## src/pkg/lsd_pkg.sv

```systemverilog
// Purpose: shared constants of the led sink control core
// Assumes: 50 MHz core clock, AXI4-Lite register access
// Notes: register offsets are byte addresses of aligned 32-bit words
package lsd_pkg;
	// ----------------------------------------------------------------
	// timing
	// ----------------------------------------------------------------
	localparam int CLK_PERIOD_NS = 20;
	localparam int PWM_STEP_NS = 40;
	localparam int PWM_STEP_CYC = (PWM_STEP_NS + CLK_PERIOD_NS - 1) / CLK_PERIOD_NS;
	localparam int GRP_STEP_NS = 20480;
	localparam int GRP_STEP_CYC = (GRP_STEP_NS + CLK_PERIOD_NS - 1) / CLK_PERIOD_NS;
	// group ticks per blink phase step for a period value of zero
	localparam int BLINK_TICKS = 8;
	// ----------------------------------------------------------------
	// register map
	// ----------------------------------------------------------------
	localparam logic [7:0] OFS_SECOND_MODE_REGISTER = 8'h00;
	localparam logic [7:0] OFS_GRP_DUTY = 8'h04;
	localparam logic [7:0] OFS_GRP_PERIOD = 8'h08;
	localparam logic [7:0] OFS_CHAN_EN = 8'h0C;
	localparam logic [7:0] OFS_EFLAG_LO = 8'h10;
	localparam logic [7:0] OFS_EFLAG_HI = 8'h14;
	localparam logic [7:0] OFS_BRIGHT = 8'h40;
	localparam logic [7:0] OFS_BRIGHT_END = 8'h7C;
	// second_mode_register fields
	localparam int SECOND_MODE_REGISTER_OT_CLR_BIT = 7;
	localparam int SECOND_MODE_REGISTER_BLINK_BIT = 5;
	localparam logic [7:0] SECOND_MODE_REGISTER_RST = 8'h00;
	localparam logic [7:0] BYTE_RST = 8'h00;
	localparam logic [15:0] CHAN_EN_RST = 16'h0000;
	localparam logic [1:0] RESP_OKAY = 2'h0;
	localparam logic [1:0] RESP_SLVERR = 2'h2;
	// ----------------------------------------------------------------
	// soft reset call on the serial link
	// ----------------------------------------------------------------
	localparam logic [7:0] SOFT_RESET_CALL_ADDR = 8'hD6;
	localparam logic [7:0] SOFT_RESET_CALL_BYTE1 = 8'hA5;
	localparam logic [7:0] SOFT_RESET_CALL_BYTE2 = 8'h5A;
	localparam logic [3:0] BITS_PER_BYTE = 4'h8;

	typedef enum logic [2:0] {
		SR_IDLE = 3'b000,
		SR_ADDR = 3'b001,
		SR_BYTE1 = 3'b010,
		SR_BYTE2 = 3'b011,
		SR_ARMED = 3'b100
	} lsd_sr_state_t;
endpackage

```

## src/hdl/lsd_core.sv

```systemverilog
// Purpose: control core of a 16-channel led sink driver
// Assumes: ref_clk 50 MHz; serial link lines and sensors are asynchronous
// Notes: soft reset call decoder only; the rest of the link is elsewhere
//
// Implementation choices: the address map and register access over AXI4-Lite.
`timescale 1ns/10ps
`default_nettype none
module lsd_core (
	// clock and reset
	input wire logic ref_clk,
	input wire logic reset,
	// axi4-lite write
	input wire logic [7:0] s_axi_awaddr,
	input wire logic s_axi_awvalid,
	output logic s_axi_awready,
	input wire logic [31:0] s_axi_wdata,
	input wire logic [3:0] s_axi_wstrb,
	input wire logic s_axi_wvalid,
	output logic s_axi_wready,
	output logic [1:0] s_axi_bresp,
	output logic s_axi_bvalid,
	input wire logic s_axi_bready,
	// axi4-lite read
	input wire logic [7:0] s_axi_araddr,
	input wire logic s_axi_arvalid,
	output logic s_axi_arready,
	output logic [31:0] s_axi_rdata,
	output logic [1:0] s_axi_rresp,
	output logic s_axi_rvalid,
	input wire logic s_axi_rready,
	// serial link
	input wire logic scl_in,
	input wire logic sda_in,
	output logic sda_out,
	output logic sda_oe,
	// pins and sensors
	input wire logic reset_pin_n,
	input wire logic glob_ot_trip,
	input wire logic [15:0] chan_ot_trip,
	input wire logic [15:0] open_load_low,
	// outputs
	output logic [15:0] led_drive,
	output logic standby
);
	// ----------------------------------------------------------------
	// input synchronisers
	// ----------------------------------------------------------------
	logic [35:0] in_s1_r, in_s2_r;
	logic scl_s, sda_s, ext_rst_s, glob_s;
	logic [15:0] chan_s, open_s;

	always_ff @(posedge ref_clk) begin
		if (reset) begin
			// link lines start at their idle high level
			in_s1_r <= 36'h0_0000_0003;
			in_s2_r <= 36'h0_0000_0003;
		end else begin
			in_s1_r <= {open_load_low, chan_ot_trip, glob_ot_trip,
				~reset_pin_n, sda_in, scl_in};
			in_s2_r <= in_s1_r;
		end
	end
	assign scl_s = in_s2_r[0];
	assign sda_s = in_s2_r[1];
	assign ext_rst_s = in_s2_r[2];
	assign glob_s = in_s2_r[3];
	assign chan_s = in_s2_r[19:4];
	assign open_s = in_s2_r[35:20];

	// internal reset: power-on, pin held low, or accepted soft reset call
	logic soft_reset_call_r, rst_int;
	assign rst_int = reset | ext_rst_s | soft_reset_call_r;

	// ----------------------------------------------------------------
	// soft reset call decoder
	// ----------------------------------------------------------------
	logic scl_q_r, sda_q_r, scl_rise, scl_fall, start_c, stop_c;
	lsd_pkg::lsd_sr_state_t sr_state_r;
	logic [3:0] bit_cnt_r;
	logic [7:0] shift_r;
	logic in_ack_r, ack_r, byte_ok;

	always_ff @(posedge ref_clk) begin
		if (rst_int) begin
			scl_q_r <= 1'b1;
			sda_q_r <= 1'b1;
		end else begin
			scl_q_r <= scl_s;
			sda_q_r <= sda_s;
		end
	end
	assign scl_rise = scl_s & ~scl_q_r;
	assign scl_fall = ~scl_s & scl_q_r;
	assign start_c = scl_s & scl_q_r & sda_q_r & ~sda_s;
	assign stop_c = scl_s & scl_q_r & ~sda_q_r & sda_s;

	always_comb begin
		case (sr_state_r)
		lsd_pkg::SR_ADDR: byte_ok = shift_r == lsd_pkg::SOFT_RESET_CALL_ADDR;
		lsd_pkg::SR_BYTE1: byte_ok = shift_r == lsd_pkg::SOFT_RESET_CALL_BYTE1;
		lsd_pkg::SR_BYTE2: byte_ok = shift_r == lsd_pkg::SOFT_RESET_CALL_BYTE2;
		default: byte_ok = 1'b0;
		endcase
	end

	always_ff @(posedge ref_clk) begin
		if (rst_int) begin
			sr_state_r <= lsd_pkg::SR_IDLE;
			bit_cnt_r <= 4'h0;
			shift_r <= 8'h00;
			in_ack_r <= 1'b0;
			ack_r <= 1'b0;
			soft_reset_call_r <= 1'b0;
		end else begin
			soft_reset_call_r <= 1'b0;
			if (start_c) begin
				sr_state_r <= lsd_pkg::SR_ADDR;
				bit_cnt_r <= 4'h0;
				in_ack_r <= 1'b0;
				ack_r <= 1'b0;
			end else if (stop_c) begin
				soft_reset_call_r <= sr_state_r == lsd_pkg::SR_ARMED;
				sr_state_r <= lsd_pkg::SR_IDLE;
				in_ack_r <= 1'b0;
				ack_r <= 1'b0;
			end else if (sr_state_r != lsd_pkg::SR_IDLE) begin
				if (scl_rise && bit_cnt_r != lsd_pkg::BITS_PER_BYTE) begin
					shift_r <= {shift_r[6:0], sda_s};
					bit_cnt_r <= bit_cnt_r + 4'h1;
				end else if (scl_fall && in_ack_r) begin
					in_ack_r <= 1'b0;
					ack_r <= 1'b0;
					bit_cnt_r <= 4'h0;
					if (!ack_r && sr_state_r != lsd_pkg::SR_ARMED) begin
						sr_state_r <= lsd_pkg::SR_IDLE;
					end
				end else if (scl_fall && bit_cnt_r == lsd_pkg::BITS_PER_BYTE) begin
					in_ack_r <= 1'b1;
					ack_r <= byte_ok;
					if (byte_ok) begin
						case (sr_state_r)
						lsd_pkg::SR_ADDR: sr_state_r <= lsd_pkg::SR_BYTE1;
						lsd_pkg::SR_BYTE1: sr_state_r <= lsd_pkg::SR_BYTE2;
						default: sr_state_r <= lsd_pkg::SR_ARMED;
						endcase
					end
				end
			end
		end
	end
	assign sda_out = 1'b0;
	assign sda_oe = ack_r;

	// ----------------------------------------------------------------
	// register bus
	// ----------------------------------------------------------------
	logic [7:0] second_mode_register_r, grp_duty_r, grp_period_r;
	logic [15:0] chan_en_r, status_r;
	logic [7:0] bright_r [16];
	logic wr_go, rd_go, wr_map, wr_bright;
	logic [3:0] wr_idx, rd_idx;

	assign wr_go = s_axi_awvalid & s_axi_wvalid & ~s_axi_bvalid;
	assign s_axi_awready = wr_go;
	assign s_axi_wready = wr_go;
	assign s_axi_arready = ~s_axi_rvalid;
	assign rd_go = s_axi_arvalid & ~s_axi_rvalid;
	assign wr_idx = s_axi_awaddr[5:2];
	assign rd_idx = s_axi_araddr[5:2];
	assign wr_bright = s_axi_awaddr >= lsd_pkg::OFS_BRIGHT &&
		s_axi_awaddr <= lsd_pkg::OFS_BRIGHT_END;

	always_comb begin
		if (s_axi_awaddr[1:0] != 2'h0) begin
			wr_map = 1'b0;
		end else if (s_axi_awaddr == lsd_pkg::OFS_SECOND_MODE_REGISTER ||
			s_axi_awaddr == lsd_pkg::OFS_GRP_DUTY ||
			s_axi_awaddr == lsd_pkg::OFS_GRP_PERIOD ||
			s_axi_awaddr == lsd_pkg::OFS_CHAN_EN ||
			s_axi_awaddr == lsd_pkg::OFS_EFLAG_LO ||
			s_axi_awaddr == lsd_pkg::OFS_EFLAG_HI || wr_bright) begin
			wr_map = 1'b1;
		end else begin
			wr_map = 1'b0;
		end
	end

	always_ff @(posedge ref_clk) begin
		if (rst_int) begin
			second_mode_register_r <= lsd_pkg::SECOND_MODE_REGISTER_RST;
			grp_duty_r <= lsd_pkg::BYTE_RST;
			grp_period_r <= lsd_pkg::BYTE_RST;
			chan_en_r <= lsd_pkg::CHAN_EN_RST;
		end else if (wr_go && s_axi_awaddr[1:0] == 2'h0) begin
			if (s_axi_awaddr == lsd_pkg::OFS_SECOND_MODE_REGISTER && s_axi_wstrb[0]) begin
				second_mode_register_r <= s_axi_wdata[7:0];
			end else if (s_axi_awaddr == lsd_pkg::OFS_GRP_DUTY &&
				s_axi_wstrb[0]) begin
				grp_duty_r <= s_axi_wdata[7:0];
			end else if (s_axi_awaddr == lsd_pkg::OFS_GRP_PERIOD &&
				s_axi_wstrb[0]) begin
				grp_period_r <= s_axi_wdata[7:0];
			end else if (s_axi_awaddr == lsd_pkg::OFS_CHAN_EN) begin
				if (s_axi_wstrb[0]) chan_en_r[7:0] <= s_axi_wdata[7:0];
				if (s_axi_wstrb[1]) chan_en_r[15:8] <= s_axi_wdata[15:8];
			end
		end
	end

	generate
		for (genvar i = 0; i < 16; i++) begin : g_bright
			always_ff @(posedge ref_clk) begin
				if (rst_int) begin
					bright_r[i] <= lsd_pkg::BYTE_RST;
				end else if (wr_go && wr_bright && wr_idx == 4'(i) &&
					s_axi_awaddr[1:0] == 2'h0 && s_axi_wstrb[0]) begin
					bright_r[i] <= s_axi_wdata[7:0];
				end
			end
		end
	endgenerate

	always_ff @(posedge ref_clk) begin
		if (rst_int) begin
			s_axi_bvalid <= 1'b0;
			s_axi_bresp <= lsd_pkg::RESP_OKAY;
		end else if (wr_go) begin
			s_axi_bvalid <= 1'b1;
			s_axi_bresp <= wr_map ? lsd_pkg::RESP_OKAY : lsd_pkg::RESP_SLVERR;
		end else if (s_axi_bready) begin
			s_axi_bvalid <= 1'b0;
		end
	end

	always_ff @(posedge ref_clk) begin
		if (rst_int) begin
			s_axi_rvalid <= 1'b0;
			s_axi_rdata <= 32'h0000_0000;
			s_axi_rresp <= lsd_pkg::RESP_OKAY;
		end else if (rd_go) begin
			s_axi_rvalid <= 1'b1;
			s_axi_rresp <= lsd_pkg::RESP_OKAY;
			s_axi_rdata <= 32'h0000_0000;
			if (s_axi_araddr[1:0] != 2'h0) begin
				s_axi_rresp <= lsd_pkg::RESP_SLVERR;
			end else if (s_axi_araddr == lsd_pkg::OFS_SECOND_MODE_REGISTER) begin
				s_axi_rdata <= {24'h00_0000, second_mode_register_r};
			end else if (s_axi_araddr == lsd_pkg::OFS_GRP_DUTY) begin
				s_axi_rdata <= {24'h00_0000, grp_duty_r};
			end else if (s_axi_araddr == lsd_pkg::OFS_GRP_PERIOD) begin
				s_axi_rdata <= {24'h00_0000, grp_period_r};
			end else if (s_axi_araddr == lsd_pkg::OFS_CHAN_EN) begin
				s_axi_rdata <= {16'h0000, chan_en_r};
			end else if (s_axi_araddr == lsd_pkg::OFS_EFLAG_LO) begin
				s_axi_rdata <= {24'h00_0000, status_r[7:0]};
			end else if (s_axi_araddr == lsd_pkg::OFS_EFLAG_HI) begin
				s_axi_rdata <= {24'h00_0000, status_r[15:8]};
			end else if (s_axi_araddr >= lsd_pkg::OFS_BRIGHT &&
				s_axi_araddr <= lsd_pkg::OFS_BRIGHT_END) begin
				s_axi_rdata <= {24'h00_0000, bright_r[rd_idx]};
			end else begin
				s_axi_rresp <= lsd_pkg::RESP_SLVERR;
			end
		end else if (s_axi_rready) begin
			s_axi_rvalid <= 1'b0;
		end
	end

	// ----------------------------------------------------------------
	// brightness and group pwm timebases
	// ----------------------------------------------------------------
	logic [3:0] pwm_sub_r;
	logic [7:0] pwm_phase_r, grp_phase_r, blink_phase_r;
	logic [9:0] grp_cyc_r;
	logic [10:0] blink_pre_r;
	logic pwm_step, grp_tick, blink_step, blink_mode, grp_gate;

	assign pwm_step = pwm_sub_r == 4'(lsd_pkg::PWM_STEP_CYC - 1);
	assign grp_tick = grp_cyc_r == 10'(lsd_pkg::GRP_STEP_CYC - 1);
	assign blink_step = grp_tick && blink_pre_r ==
		{grp_period_r, 3'(lsd_pkg::BLINK_TICKS - 1)};
	assign blink_mode = second_mode_register_r[lsd_pkg::SECOND_MODE_REGISTER_BLINK_BIT];

	always_ff @(posedge ref_clk) begin
		if (rst_int) begin
			pwm_sub_r <= 4'h0;
			pwm_phase_r <= 8'h00;
		end else begin
			pwm_sub_r <= pwm_step ? 4'h0 : pwm_sub_r + 4'h1;
			if (pwm_step) pwm_phase_r <= pwm_phase_r + 8'h01;
		end
	end

	always_ff @(posedge ref_clk) begin
		if (rst_int) begin
			grp_cyc_r <= 10'h000;
			grp_phase_r <= 8'h00;
			blink_pre_r <= 11'h000;
			blink_phase_r <= 8'h00;
		end else begin
			grp_cyc_r <= grp_tick ? 10'h000 : grp_cyc_r + 10'h001;
			if (grp_tick) grp_phase_r <= grp_phase_r + 8'h01;
			if (blink_step) begin
				blink_pre_r <= 11'h000;
				blink_phase_r <= blink_phase_r + 8'h01;
			end else if (grp_tick) begin
				blink_pre_r <= blink_pre_r + 11'h001;
			end
		end
	end

	// dimming passes 2M brightness periods per group period
	assign grp_gate = blink_mode ? (blink_phase_r < grp_duty_r) :
		(grp_phase_r < grp_duty_r);

	// ----------------------------------------------------------------
	// outputs and error status
	// ----------------------------------------------------------------
	logic [15:0] ot_err_r, pwm_on, unmod, open_fault, ot_set, led_nxt;
	logic ot_clr;

	assign ot_clr = second_mode_register_r[lsd_pkg::SECOND_MODE_REGISTER_OT_CLR_BIT];
	generate
		for (genvar i = 0; i < 16; i++) begin : g_chan
			assign pwm_on[i] = pwm_phase_r < bright_r[i];
			assign unmod[i] = bright_r[i] == 8'hFF &&
				grp_duty_r == 8'hFF && !blink_mode;
		end
	endgenerate
	assign open_fault = chan_en_r & unmod & open_s;
	assign ot_set = {16{glob_s}} | (chan_s & chan_en_r);
	assign led_nxt = chan_en_r & pwm_on & {16{grp_gate}} &
		~chan_s & ~{16{glob_s}};

	always_ff @(posedge ref_clk) begin
		if (rst_int) begin
			ot_err_r <= 16'h0000;
		end else if (ot_clr) begin
			ot_err_r <= 16'h0000;
		end else begin
			ot_err_r <= ot_err_r | ot_set;
		end
	end

	always_ff @(posedge ref_clk) begin
		if (rst_int) begin
			status_r <= 16'h0000;
			led_drive <= 16'h0000;
		end else begin
			// one is normal; off channels read zero as detection is impossible
			status_r <= chan_en_r & ~ot_err_r & ~ot_set & ~open_fault;
			led_drive <= led_nxt;
		end
	end
	assign standby = chan_en_r == 16'h0000;
endmodule
`default_nettype wire

```

## config.mk

```make
export PLATFORM = sky130hd
export DESIGN_NAME = lsd_core
export DESIGN_NICKNAME = d
export VERILOG_FILES = /design/src/pkg/lsd_pkg.sv /design/src/hdl/lsd_core.sv
export SDC_FILE = /design/constraint.sdc
export NUM_CORES = 1
export LEC_CHECK = 0
export ABC_AREA = 1
export BUFFER_PORTS_ARGS = -buffer_cell sky130_fd_sc_hd__buf_2
export CORE_ASPECT_RATIO = 0.75
export CORE_UTILIZATION = 45
export CTS_CLUSTER_DIAMETER = 50
export DETAILED_ROUTE_END_ITERATION = 10
export PLACE_DENSITY = 0.73
export SYNTH_ARGS = -nofsm -noshare
export SYNTH_HDL_FRONTEND = slang
export SYNTH_SLANG_ARGS = --single-unit
```

## constraint.sdc

```tcl
create_clock -name ref_clk -period 2.3 [get_ports ref_clk]
set_input_delay 0.23 -clock ref_clk [delete_from_list [all_inputs] [get_ports ref_clk]]
set_output_delay 0.23 -clock ref_clk [all_outputs]
set_load 0.05 [all_outputs]
```

==> metrics.txt <==
share of cells above drive strength 1=14.6%; FF-to-FF path depth=12; total stage count of the critical path=4; mean area per synthesized cell=roughly 8.2 um2; CP peak stage delay=~0.41 ns; Worst Tran Pin Value=0.798 ns; Top delay family on crit path=simple AND/OR/NAND/NOR gates; Congestion Overflow GR=0; Tot Pwr=roughly 15 mW; fin util=55.1%; post-route cell area=0.0227 mm2; PortBufs=117; CTS sink cnt=377; Starting DRT DRC Count=2045; Clock Tree Buf Depth=3; Mapped Area=0.0190 mm2; WL/cell=19.9 um; initial antenna violation count=3; slew margin rel.=46.8%; Startpoint Class=flop; leakage=~9.8 nW; nets=2775; # Post-CTS Setup Buffers=0; PD cells=682 mW/mm2; Final min period=2.21 ns; area grow syn2layout=19.5%; max-cap check violation count=0; RSZ-0062 raised after global routing=false; die height=180 um; Worst path slowest cell=dfxtp_1; Synth Flop Type=dfxtp_1; first-pass GRT wire length=93.6 mm; Distinct cells, synth=56; synthesis-stage register bit count=377; Initial Utilization=46.1%; cell breakdown of the critical path=nor4_2, nand3_1, nor4_4, buf_6; Final Hold Vio Count=0; post-route DRC violation count=0; Max Fclk=~0.45 GHz; Die X=239 um; H-tree Lvls=2; worst reg2reg setup slack=0.19 ns; io pins=155; final WL=62.6 mm; Post-DP Area=0.0208 mm2; Slew Limit Fails=0; number of routed nets with antenna violations=0; dpl hpwl=46.8 mm; sequential share of the synthesized area=46.5%; # setup viols final=0; pin count of the biggest net entering global routing=73; FF-to-FF End=blink_pre_r[9]; commonest non-fill, non-tap cell in the layout=nor2_1; critical path class=reg -> out; CP arrival=between 1.5 and 2 ns; most frequent cells in the layout=nor2_1, inv_1, nand2_1; Root Buffer=clkbuf_16; Worst Setup EP=standby; vias in the first global route=15900; worst skew pair latency=between 0.5 and 0.6 ns; clock skew=between 0.01 and 0.015 ns; CORE AREA=0.0412 mm2; Vias per Instance=5.43; HP Class=in -> reg; via count=between 15000 and 20000; Critical path origin=chan_en_r[4]; part of the cycle the worst path needs=between 90% and 100%; std cell rows=64; filler instances=3736; Crit Path Max Fanout=5; Num CTS Buffers=between 40 and 50; CP bufs+invs=1; asr flop ratio synth=0%; die area=0.0430 mm2; reg2reg start=grp_cyc_r[0]; post-synthesis cell count=2306; Critical Path RT=2.07 ns; EDFF count, synth=128; CP Capture Type=output pin; clock slew seen by the registers of the worst setup and hold paths=0.07 ns; drt pass-1 iters=6; total track usage=just under 30%; YS warnings=0; TritonCTS clock tree=built; GP Congestion=1.00; status=finished, final reports clean; Peak supply drop=around 630 uV
## worst min-delay path, delay by kind of cell
| family | cells | cell delay, ns |
|---|---|---|
| AO/OA/AOI/OAI | 2 | 0.20 |
| buffers and inverters | 1 | 0.10 |
## cell families (layout without fill, tap and decap cells)
group | Yosys count | in the layout | share of synthesized area [%]
XOR/XNOR | 17 | 17 | 0.784
buffers and inverters | 422 | 675 | 9.20
AND/OR/NAND/NOR | 979 | 979 | 23.5
adder cells (fa/ha/maj) | 135 | 135 | 8.90
flip-flops | 377 | 377 | 46.5
AO/OA/AOI/OAI | 375 | 375 | 11.1
other | 1 | 23 | 0.0197
## metrics by stage
stage / TNS, ns / hold WS, ns / instances / setup slack, ns
after global placement: 0 / 0.386 / 3019 / 0.187
after detailed placement: 0 / 0.392 / 3019 / 0.153
after floorplan: -1.52 / 0.297 / 2324 / -0.0475
after CTS: 0 / 0.00207 / 3138 / 0.0237
final: 0 / 0.0132 / 3142 / 0.0899
after global routing: 0 / 0.0463 / 3138 / 0.0119
## power by group
group | switching, mW | internal [mW]
Sequential | 0.128 | 7.06
Clock | 2.86 | 3.90
Combinational | 1.01 | 0.499
Total | 4.00 | 11.5
## area by class of cell
class                      instances  area [um2]  area share (%)
antenna                            4        10.0          0.0441
multi-input combinational       1525        8540            37.6
clock buffer                      59        1230            5.41
tap                              561         702            3.09
sequential                       377        8830            38.9
clock inverter                    17         166           0.733
inverter                         339        1270            5.61
timing repair buffer             260        1950            8.58
## metal layers
metal,GRT usage [%],wire (um),vias up
met5,0.224,0,-
met4,6.74,1430,0
met3,10.5,8340,113
met2,41.9,25600,891
met1,40.8,27300,7941
li1,-,-,8122
## synth_stat cells, types with 5 or more instances
cell,instances,area (um2)
buf_2,13,65.1
nor4_1,25,156
a21oi_1,189,946
inv_2,18,67.6
clkinv_1,10,37.5
o22ai_1,12,75.1
o21ai_0,93,465
xnor2_1,8,70.1
nor2_2,9,56.3
a211oi_1,22,165
clkbuf_1,34,128
a31oi_1,5,31.3
buf_6,6,67.6
ha_1,135,1690
or2_2,9,56.3
nor3b_1,5,37.5
nand3_2,19,190
buf_4,24,180
a21boi_0,5,37.5
inv_1,311,1170
buf_1,5,18.8
xor2_1,9,78.8
nor2_4,8,90.1
nand2_1,308,1160
nand4_1,44,275
a21o_1,5,37.5
o211ai_1,7,52.6
nor3_1,35,175
a2111oi_0,14,123
nand3_1,101,505
o21ai_1,5,25.0
dfxtp_1,249,4980
nor2_1,388,1460
edfxtp_1,128,3840
## timing repair
action                                  in CTS  in global routing
gates resized for setup                      2                  8
hold buffers                                43                  0
pin swaps                                    0                  3
endpoints found under the hold margin       43                  0
endpoints found under the setup margin       1                 15
## registers in the layout (all words and copies together) (netlist names), 11 cells and up
signal	cells
status_r	16
bright_r	128
in_s2_r	36
s_axi_rdata	16
led_drive	16
in_s1_r	36
ot_err_r	16
blink_pre_r	11
chan_en_r	16
## worst min path at each step
| stage | start | end | cells after the start |
|---|---|---|---|
| CTS | s_axi_wdata[6] | grp_duty_r[6] | 3 |
| global route | s_axi_wdata[0] | grp_duty_r[0] | 3 |
| finish | s_axi_wdata[7] | grp_duty_r[7] | 3 |
| global placement | reset_pin_n | in_s1_r[2] | 2 |
| floorplan | reset_pin_n | in_s1_r[2] | 1 |
| detailed placement | in_s1_r[31] | in_s2_r[31] | 2 |
Power figures use the tool's default switching activity.
